### src/shared/cstg_pkg.sv
// Purpose: Shared constants and types for the CRT sync timing generator.
// Assumes: One master clock at the dot rate; all counts are in dot, character or line periods.
// Notes:   Line decodes hold both frame-rate models; a mode input picks one.
`default_nettype none
package cstg_pkg;
   localparam int unsigned DOT_CLOCK_HZ    = 9828000;
   localparam int unsigned DOTS_PER_CHAR   = 6;
   localparam logic [2:0]  DOT_LAST        = 3'h5;
   localparam logic [2:0]  DOT_ARM         = 3'h4;
   localparam int unsigned COL_W           = 7;
   localparam int unsigned LINE_W          = 9;
   localparam logic [6:0]  COL_LAST        = 7'h68;
   localparam logic [6:0]  COL_VIDEO_OFF   = 7'h52;
   localparam logic [6:0]  COL_ROW_STEP    = 7'h51;
   localparam logic [6:0]  COL_HSYNC_ON    = 7'h58;
   localparam logic [6:0]  COL_HSYNC_OFF   = 7'h14;
   localparam logic [8:0]  LINE_WIN_ON     = 9'h010;
   localparam logic [8:0]  LINE_WIN_OFF    = 9'h100;
   localparam logic [8:0]  LINE_VS_60      = 9'h104;
   localparam logic [8:0]  LINE_VS_50      = 9'h138;
   localparam logic [8:0]  LINE_VS_OFF     = 9'h005;
   localparam logic [3:0]  SCAN_ROW_LAST   = 4'h9;
   localparam int unsigned COL_BIT1        = 1;
   localparam int unsigned COL_BIT6        = 6;

   typedef enum logic [1:0] {
      CSTG_PH_IDLE  = 2'b00,
      CSTG_PH_ARMED = 2'b01,
      CSTG_PH_FIRE  = 2'b10
   } cstg_phase_t;
endpackage : cstg_pkg
`default_nettype wire

### src/shared/cstg_dot_if.sv
// Purpose: Carries dot-level timing from the dot divider to the main generator.
// Assumes: Single clock domain.
// Notes:   char_adv and char_strobe are one-cycle pulses; dot_shift is a level held high out of reset.
`default_nettype none
interface cstg_dot_if;
   logic char_adv;
   logic char_strobe;
   logic dot_shift;
   modport divider (output char_adv, output char_strobe, output dot_shift);
   modport user    (input char_adv, input char_strobe, input dot_shift);
endinterface : cstg_dot_if
`default_nettype wire

### src/rtl/cstg_dot_divider.sv
// Purpose: Modulo-six dot divider that forms the character advance and strobes.
// Assumes: mclk runs at the dot rate; each clock is one dot.
// Notes:   Half-dot pulses become whole-clock pulses at this single-clock rate.
`default_nettype none
module cstg_dot_divider
   import cstg_pkg::*;
(
   input  wire logic mclk,
   input  wire logic rst,
   cstg_dot_if.divider dot
);
   logic [2:0]  dot_divider_q;
   logic [2:0]  dot_divider_d;
   cstg_phase_t phase_q;
   cstg_phase_t phase_d;
   wire         last_dot = (dot_divider_q == DOT_LAST);
   wire         arm_dot  = (dot_divider_q == DOT_ARM);

   assign dot_divider_d = last_dot ? 3'h0 : dot_divider_q + 3'h1;

   // The advance is armed one dot ahead and fires on the sixth dot, as the
   // falling-then-rising edge pair did in the original half-dot timing.
   always_comb begin
      case (phase_q)
         CSTG_PH_IDLE:  phase_d = arm_dot ? CSTG_PH_ARMED : CSTG_PH_IDLE;
         CSTG_PH_ARMED: phase_d = CSTG_PH_FIRE;
         CSTG_PH_FIRE:  phase_d = arm_dot ? CSTG_PH_ARMED : CSTG_PH_IDLE;
         default:       phase_d = CSTG_PH_IDLE;
      endcase
   end

   always_ff @(posedge mclk or posedge rst) begin
      if (rst) begin
         dot_divider_q <= 3'h0;
         phase_q       <= CSTG_PH_IDLE;
      end else begin
         dot_divider_q <= dot_divider_d;
         phase_q       <= phase_d;
      end
   end

   assign dot.char_adv    = (phase_q == CSTG_PH_FIRE);
   assign dot.char_strobe = last_dot;
   assign dot.dot_shift   = !rst;
endmodule : cstg_dot_divider
`default_nettype wire

### src/rtl/cstg_timing_gen.sv
// Purpose: Column, line and scan-row timing with sync and video gating for a CRT.
// Assumes: mclk is the dot clock; rate_50hz is steady or changed only in reset.
// Notes:   All outputs are registered; sync outputs are active high here.
`default_nettype none
// What this block does
// - Every timing signal is derived from the single dot clock and nothing else.
// - A dot divider counts modulo six so that a character lasts six dots.
// - The divider arms the advance a dot early and emits an active-high advance on the sixth dot, output inverted as char_adv_n.
// - The column counter spans 105 positions, of which 80 show characters.
// - At column 104 the counter is loaded so that the next advance returns it to zero.
// - The column is a seven-bit value whose upper five bits address the sync decode.
// - The video gate loads the display-window flag when column bit 1 rises with bit 6 low.
// - While the gate is set, character strobes, dot shifts and video enable pass out.
// - Display starts at column 2, giving a two-character left margin.
// - Horizontal sync asserts at column 88 and deasserts at column 20.
// - A nine-bit line counter counts horizontal sync pulses from the start of vertical sync.
// - The line counter resets at 260 for 60 Hz or 312 for 50 Hz, with vertical sync start.
// - The display-window flag sets at line 16 and clears at line 256.
// - Vertical sync sets at 260 or 312 and clears at line 5.
module cstg_timing_gen
   import cstg_pkg::*;
#(
   parameter logic [LINE_W-1:0]   WIN_ON_LINE  = LINE_WIN_ON,
   parameter logic [LINE_W-1:0]   WIN_OFF_LINE = LINE_WIN_OFF,
   parameter logic [LINE_W-1:0]   VS_LINE_60   = LINE_VS_60,
   parameter logic [LINE_W-1:0]   VS_LINE_50   = LINE_VS_50,
   parameter logic [LINE_W-1:0]   VS_OFF_LINE  = LINE_VS_OFF
)
(
   input  wire logic              mclk,
   input  wire logic              rst,
   input  wire logic              rate_50hz,
   output logic                   char_adv_n,
   output logic [COL_W-1:0]       column_count,
   output logic [LINE_W-1:0]      line_count,
   output logic [3:0]             scan_row,
   output logic                   hsync,
   output logic                   vsync,
   output logic                   display_window,
   output logic                   video_gate,
   output logic                   char_strobe_n,
   output logic                   dot_shift_n,
   output logic                   video_enable
);
   cstg_dot_if dot ();

   cstg_dot_divider u_div (
      .mclk (mclk),
      .rst  (rst),
      .dot  (dot)
   );

   function automatic logic col_is(input logic [COL_W-1:0] c, input logic [COL_W-1:0] v);
      return c == v;
   endfunction : col_is

   logic [COL_W-1:0]  col_q;
   logic [COL_W-1:0]  col_d;
   logic [LINE_W-1:0] line_counter_q;
   logic [LINE_W-1:0] line_counter_d;
   logic [3:0]        scan_row_counter_q;
   logic              hsync_q;
   logic              vertical_sync_flop_q;
   logic              display_window_flop_q;
   logic              gate_q;
   logic              gate_d;
   logic              col_bit1_prev_q;
   logic              row_step_q;

   wire               adv         = dot.char_adv;
   wire               col_load    = col_is(col_q, COL_LAST);
   // Decoding the next column lets sync change on the very edge that the
   // column reaches its decode value, not one character later.
   wire [4:0]         sync_addr   = col_d[COL_W-1:2];
   wire               hs_on_hit   = (sync_addr == COL_HSYNC_ON[COL_W-1:2]) &&
                                    col_is(col_d, COL_HSYNC_ON);
   wire               hs_off_hit  = (sync_addr == COL_HSYNC_OFF[COL_W-1:2]) &&
                                    col_is(col_d, COL_HSYNC_OFF);
   wire               hs_start    = adv && hs_on_hit && !hsync_q;
   wire               column_bit1 = col_q[COL_BIT1];
   wire               column_bit6 = col_q[COL_BIT6];
   wire               gate_clk    = column_bit1 && !col_bit1_prev_q && !column_bit6;
   wire               gate_off    = col_is(col_q, COL_VIDEO_OFF);
   wire               row_hit     = col_is(col_q, COL_ROW_STEP);
   wire [LINE_W-1:0]  vs_line     = rate_50hz ? VS_LINE_50 : VS_LINE_60;
   wire [LINE_W-1:0]  vs_last     = vs_line - 9'h001;
   wire               line_wrap   = (line_counter_q == vs_last);

   assign col_d = col_load ? '0 : col_q + 7'h01;

   // The count that would reach the vertical-sync line becomes zero instead,
   // so a frame holds exactly that many lines; the same wrap opens sync.
   assign line_counter_d = line_wrap ? '0 : line_counter_q + 9'h001;

   // Column 2 is the first value with bit 1 rising and bit 6 low, so the gate
   // opens there; column 82 has bit 6 set, so the reset has sole control.
   assign gate_d = gate_off ? 1'b0 : (gate_clk ? display_window_flop_q : gate_q);

   always_ff @(posedge mclk or posedge rst) begin
      if (rst) begin
         col_q <= '0;
      end else if (adv) begin
         col_q <= col_d;
      end
   end

   always_ff @(posedge mclk or posedge rst) begin
      if (rst) begin
         hsync_q <= 1'b0;
      end else if (adv && hs_on_hit) begin
         hsync_q <= 1'b1;
      end else if (adv && hs_off_hit) begin
         hsync_q <= 1'b0;
      end
   end

   always_ff @(posedge mclk or posedge rst) begin
      if (rst) begin
         line_counter_q <= '0;
      end else if (hs_start) begin
         line_counter_q <= line_counter_d;
      end
   end

   // The flags follow the count that each new line brings, so a wrap to zero
   // raises vertical sync on the same line the count restarts.
   always_ff @(posedge mclk or posedge rst) begin
      if (rst) begin
         vertical_sync_flop_q  <= 1'b0;
         display_window_flop_q <= 1'b0;
      end else if (hs_start) begin
         if (line_wrap) begin
            vertical_sync_flop_q <= 1'b1;
         end else if (line_counter_d == VS_OFF_LINE) begin
            vertical_sync_flop_q <= 1'b0;
         end
         if (line_counter_d == WIN_ON_LINE) begin
            display_window_flop_q <= 1'b1;
         end else if (line_counter_d == WIN_OFF_LINE) begin
            display_window_flop_q <= 1'b0;
         end
      end
   end

   always_ff @(posedge mclk or posedge rst) begin
      if (rst) begin
         gate_q          <= 1'b0;
         col_bit1_prev_q <= 1'b0;
         row_step_q      <= 1'b0;
      end else begin
         gate_q          <= gate_d;
         col_bit1_prev_q <= column_bit1;
         row_step_q      <= row_hit;
      end
   end

   // One step per line: only the first cycle of column 81 counts.
   always_ff @(posedge mclk or posedge rst) begin
      if (rst) begin
         scan_row_counter_q <= 4'h0;
      end else if (row_hit && !row_step_q) begin
         scan_row_counter_q <= (scan_row_counter_q == SCAN_ROW_LAST) ? 4'h0 :
                               scan_row_counter_q + 4'h1;
      end
   end

   always_ff @(posedge mclk or posedge rst) begin
      if (rst) begin
         char_adv_n     <= 1'b1;
         column_count   <= '0;
         line_count     <= '0;
         scan_row       <= 4'h0;
         hsync          <= 1'b0;
         vsync          <= 1'b0;
         display_window <= 1'b0;
         video_gate     <= 1'b0;
         char_strobe_n  <= 1'b1;
         dot_shift_n    <= 1'b1;
         video_enable   <= 1'b0;
      end else begin
         char_adv_n     <= !adv;
         column_count   <= col_q;
         line_count     <= line_counter_q;
         scan_row       <= scan_row_counter_q;
         hsync          <= hsync_q;
         vsync          <= vertical_sync_flop_q;
         display_window <= display_window_flop_q;
         video_gate     <= gate_q;
         char_strobe_n  <= !(gate_q && dot.char_strobe);
         dot_shift_n    <= !(gate_q && dot.dot_shift);
         video_enable   <= gate_q;
      end
   end
endmodule : cstg_timing_gen
`default_nettype wire

### config.mk
export PLATFORM = sky130hd
export DESIGN_NAME = cstg_timing_gen
export DESIGN_NICKNAME = d
export VERILOG_FILES = /design/src/shared/cstg_pkg.sv /design/src/shared/cstg_dot_if.sv /design/src/rtl/cstg_dot_divider.sv /design/src/rtl/cstg_timing_gen.sv
export SDC_FILE = /design/constraint.sdc
export NUM_CORES = 1
export LEC_CHECK = 0
export BUFFER_PORTS_ARGS = -buffer_cell sky130_fd_sc_hd__buf_2
export CAP_MARGIN = 40
export CORE_MARGIN = 2
export CORE_UTILIZATION = 40
export DETAILED_ROUTE_END_ITERATION = 12
export GPL_TIMING_DRIVEN = 0
export PLACE_DENSITY = 0.69
export SETUP_SLACK_MARGIN = 0.15
export SLEW_MARGIN = 5
export SYNTH_ARGS = -nofsm -noshare
export SYNTH_HDL_FRONTEND = slang
export SYNTH_SLANG_ARGS = --single-unit
### constraint.sdc
create_clock -name mclk -period 3.45 [get_ports mclk]
set_input_delay 0.1725 -clock mclk [delete_from_list [all_inputs] [get_ports mclk]]
set_output_delay 0.1725 -clock mclk [all_outputs]
set_load 0.02 [all_outputs]
Word level (Yosys, flattened, before mapping)
Index checks and enable logic that the tools add are counted.
Storage, ports and cells
  register bits: 58
  logic and storage cells: 83
Cells by class
  add/subtract/negate cells: 5
  reductions and logical operators: 26
  eq/ne operators: 16
  multiplexer cells: 15
Operators by type and width (count)
  == test 7 bit (second input constant): 4
  logical AND 1 bit: 10
  adder 9 x 1 -> 9 bit (second input constant): 1
  == test 9 x 3 -> 1 bit (second input constant): 1
  == test 9 x 5 -> 1 bit (second input constant): 1
  == test 9 bit: 1
  == test 9 bit (second input constant): 1
  2-to-1 mux 1 bit: 9
  2-to-1 mux 9 bit: 1
  subtractor 9 x 1 -> 9 bit (second input constant): 1
  zero test 1 bit: 8
  nonzero test 2 bit: 4
  adder 7 x 1 -> 7 bit (second input constant): 1
  == test 7 x 5 -> 1 bit (second input constant): 1
  2-to-1 mux 7 bit: 1
  == test 3 bit (second input constant): 2
  2-to-1 mux 6 bit: 1
  == test 5 x 3 -> 1 bit (second input constant): 1
  == test 5 bit (second input constant): 1
  adder 4 x 1 -> 4 bit (second input constant): 1
  == test 4 bit (second input constant): 1
  2-to-1 mux 4 bit: 1
  one-hot mux 2 bit (2 select lines): 1
  AND reduction 2 bit: 2
  other kinds (6): 6

Depth between registers and ports, before layout
  depth in word-level cells: 7
  mapped depth: 9
  gate-level depth less buffers: 8

By module
From an unflattened synthesis, not the netlist that was laid out.
Second synthesis, totals
  cells, all modules: 214
  area total of the unflattened synthesis: 2434.8 µm²
Modules (own cells, without submodules)
  cstg_timing_gen: area each 2242.2 µm², cells each 198, instances 1
  cstg_dot_divider: area each 192.7 µm², cells each 16, instances 1

Worst setup path before layout
OpenSTA, ideal clock, no wires.
  path kind: reg2reg
  start point: register col_q[0]
  end point: register display_window_flop_q
  arrival: 2.448 ns
  clock period less this slack: 2.575 ns
  slack: 0.875 ns
  cell stages (with the launch flop): 9
  path buffers: 0
  cell sequence: dfrtp_1 inv_1 ha_1 nand4b_1 o21ai_2 or4_4 or4_4 o41ai_1 o2bb2a_1
Between the ends
  word-level cells in the longest chain between the ends: 7
Ends and longest elaborated chain
  from (decl): RTL line cstg_timing_gen.sv:57  | logic [COL_W-1:0] col_q;
  from (signal assigned): RTL line cstg_timing_gen.sv:103  | col_q <= col_d;
  adder 7 x 1 -> 7 bit / == test 7 bit (equally long branches): RTL line cstg_timing_gen.sv:89, cstg_timing_gen.sv:54
  2-to-1 mux 7 bit *: RTL line cstg_timing_gen.sv:89  | assign col_d = col_load ? '0 : col_q + 7'h01;
  == test 7 bit / == test 5 bit (equally long branches): RTL line cstg_timing_gen.sv:54, cstg_timing_gen.sv:75
  logical AND 1 bit *: RTL line cstg_timing_gen.sv:75  | wire hs_on_hit = (sync_addr == COL_HSYNC_ON[COL_W-1:2]) &&
  logical AND 1 bit * (2 in a row): RTL line cstg_timing_gen.sv:79  | wire hs_start = adv && hs_on_hit && !hsync_q;
  AND reduction 2 bit (no source line) *
  to (signal assigned): RTL line cstg_timing_gen.sv:130  | display_window_flop_q <= 1'b0;
  to (signal assigned): RTL line cstg_timing_gen.sv:138  | display_window_flop_q <= 1'b1;
  to (signal assigned): RTL line cstg_timing_gen.sv:140  | display_window_flop_q <= 1'b0;
  to (decl): RTL line cstg_timing_gen.sv:64  | logic display_window_flop_q;
Mark *: on every way between the ends. The rest lies on a longest branch, timed or not.
A chain may end at the register's enable or synchronous reset.

Worst setup path after layout
Ends and elaborated chain as after synthesis.

==> impl_results.md <==
* Status: finished, final reports clean
* Max-cap violations at 0
* FILL cells at 531
* Post-synth cell types at 48
* Worst skew pair latency at 0.32 ns
* Setup Buffers After CTS at 0
* Power, Total at 1.34 mW
* Crit-path max FO at 8
* Async set or reset register ratio after synthesis at 1.00
* Starting Density at 0.409
* FMAX at 350 MHz
* Top FF cell, synth: dfrtp_1
* Type of the worst min-delay path: reg2reg
* Crit. End Element: flop
* CP most frequent cell: or4_4
* Post-route setup TNS at 0 ns
* Num CTS Buffers at 9
* Port-buffer cells at 30
* Hold Path Stages at 0
* Start point of the worst hold path: vertical_sync_flop_q
* Critical path class: reg2reg
* Clock power share at 0.482
* Clock tree from TritonCTS: built
* Worst reg2reg path depth at 7
* Syn_nets at 223
* Fin. Hold Viols at 0
* Maximum vdd drop at 0.188 mV
* Largest net degree at the start of global routing at 32
* Post-place setup slack at 0.606 ns
* Switching fraction of total power at 0.192
* Tmin final at 2.85 ns
* Die width at 81.6 um
* Proportion of power drawn by combinational gates at 0.017
* Synthesized instance count at 213
* Commonest non-fill, non-tap cell in the layout: dfrtp_1
* RSZ-0062 raised after global routing: no
* Synthesis-to-layout area growth at 20.3%
* CTS Root Cell: clkbuf_8
* Die Ht at 81.6 um
* Via density at 5.10
* Worst R2R End: display_window_flop_q
* Initial antenna violation count at 0
* DIE AREA at 6660 um^2
* WP data arrival at 3.05 ns
* Slowest library cell on the worst path: or4_4
* Int Pwr at 1.08 mW
* Routing usage on met2 at 0.239
* RR Startpoint: col_q[0]
* Clk_skew at 0.00950 ns
* FF+latch count, synth at 57
* Post-CTS Hold Fix Bufs at 1
* Most used routing layer in global routing: met2
* Clock-pin slew on the worst setup and hold paths at 0.06 ns
* M1 GR Usage at 0.189
* Post-route ant nets at 0
* Initial DRT Pass Iterations at 4
* P per Cell Area at 462 nW/um^2
* Commonest non-fill, non-tap cells in the layout: dfrtp_1, buf_2, nand2_1
* Drt wl/cell at 12.7 um
* Reg power frac at 0.501
* Global Route met3 Usage at 0.0451
* Final setup margin at 0.596 ns
* Syn_area_per_cell at 11.3 um^2
* ANT cells at 0
* Crit path cell chain: ha_1 -> nand3_2 -> xor2_1 -> or4_4 -> or4_4 -> o41ai_1 -> o2bb2a_1
* Layout cell share with drive strength beyond 1 at 0.237
* CP max stage delay at 0.56 ns
* Drt drc at 0
* Core Region at 5890 um^2
* IO Count at 31
* CP delay by family, top: simple AND/OR/NAND/NOR gates
* Setup-failing EPs final at 0
* Switch Pwr at 0.257 mW
* Remaining Overflow, GRT at 0
* Std cell rows at 28
* Initial drt markers at 109
* Buf+Inv Stages, Crit Path at 0
* Mapped Area at 2410 um^2
* Worst EP required at 3.65 ns
* Fin crit share at 0.827
* Worst Max-Slew Pin Slew at 0.631 ns
* Vias in the first global route at 1,669
* # nets final at 267
* P_leak at 1.32 nW
* Rel. slew slack at 0.579
* Flop-to-flop setup slack at 0.60 ns
* First-pass GRT wire length at 7530 um
* Final instance area at 2900 um^2
* Seq/Total Area, Yosys at 0.594
* Post-DP Area at 2680 um^2
* Tot GR Track Use at 0.152
* Post-CTS resize count at 0
* Hold endpoint: vsync
* Routability-driven placement congestion ratio at 0.881
* H-Tree Depth at 3
* Post-detail-place hpwl at 3070 um
* Utilization after layout at 0.492
* Yosys warnings at 0
* Number of synthesized flops with an enable pin at 0
* Max-slew violation count at 0
* Num Clock Sinks at 57
* Final WL at 4280 um
* Critical Path Start Type: flop
* Via count at 1,720
* Clock Path Buffers at 2
[state kept, by name, indices dropped and copies added (netlist names), 2 cells and up]
| name | cells |
|---|---|
| line_count | 9 |
| u_div.phase_q | 2 |
| line_counter_q | 9 |
| scan_row | 4 |
| u_div.dot_divider_q | 3 |
| col_q | 7 |
| scan_row_counter_q | 4 |
| column_count | 7 |
[per-layer routing]
| layer | vias up | part of all wire |
|---|---|---|
| li1 | 842 | - |
| met1 | 819 | 0.46 |
| met2 | 49 | 0.47 |
| met3 | 10 | 0.050 |
| met4 | 0 | 0.026 |
| met5 | - | 0 |
[cell type report]
class	instances	area (um^2)	share of cell area
buffer	9	50.0	0.0173
sequential	57	1430	0.494
clock buffer	12	135	0.0466
inverter	11	41.3	0.0142
tap	75	93.8	0.0324
clock inverter	4	70.1	0.0242
timing repair buffer	33	190	0.0656
multi-input combinational	136	887	0.306
[cell families (layout without fill, tap and decap cells)]
logic type,count (synthesis),count (layout),share of synthesized area
AO/OA/AOI/OAI,44,44,0.114
XOR/XNOR,10,10,0.0364
adder cells (fa/ha/maj),7,7,0.0364
buffers and inverters,20,69,0.0379
flip-flops,57,57,0.594
multiplexers,2,2,0.00831
AND/OR/NAND/NOR,73,73,0.174
[power by group through the flow]
| stage | Clock [mW] | Combinational (mW) | Sequential [mW] |
|---|---|---|---|
| after detailed placement | 0 | 0.0229 | 0.682 |
| final | 0.645 | 0.0224 | 0.670 |
| after global placement | 0 | 0.0194 | 0.682 |
| after floorplan | 0 | 0.0129 | 0.683 |
| after CTS | 0.662 | 0.0238 | 0.670 |
| after global routing | 0.692 | 0.0268 | 0.670 |
[Yosys cell counts, types with 3 or more instances]
cell type   n  share of area
and2_1      3         0.0078
xnor2_1     5          0.018
nor3_1      5          0.010
nor2_1      7          0.011
nand2b_1    3         0.0078
buf_4       4          0.012
nand4_1     7          0.018
ha_1        7          0.036
xor2_1      5          0.018
nand3_1     4         0.0083
dfstp_2     3          0.033
o21ai_0    17          0.035
nor2b_1     4          0.010
dfrtp_1    54           0.56
nand2_1    19          0.030
o31ai_1     4          0.012
a21oi_1     6          0.012
clkbuf_1    4         0.0062
a31oi_1     5          0.013
inv_1      10          0.016
[how the worst max path moves through the flow]
stage / start / slack (ns) / cells after the start / to
floorplan: col_q[0] / 0.88 / 8 / display_window_flop_q
global placement: col_q[0] / 0.61 / 7 / line_counter_q[7]
detailed placement: col_q[0] / 0.61 / 7 / display_window_flop_q
CTS: col_q[0] / 0.59 / 7 / display_window_flop_q
global route: col_q[0] / 0.42 / 7 / display_window_flop_q
finish: col_q[0] / 0.60 / 7 / display_window_flop_q
[worst register-to-register path, delay by kind of cell (launching register included)]
| kind | cells | cell delay, ns |
|---|---|---|
| AO/OA/AOI/OAI | 2 | 0.60 |
| XOR/XNOR | 1 | 0.17 |
| adder cells (fa/ha/maj) | 1 | 0.33 |
| flip-flops | 1 | 0.48 |
| AND/OR/NAND/NOR | 3 | 1.16 |
[stage by stage]
step,hold WS (ns),std cells
floorplan,0.348,213
global placement,0.356,318
detailed placement,0.296,320
CTS,0.379,337
global route,0.387,337
finish,0.378,337
Note: power is estimated with default switching activity, not from simulation.
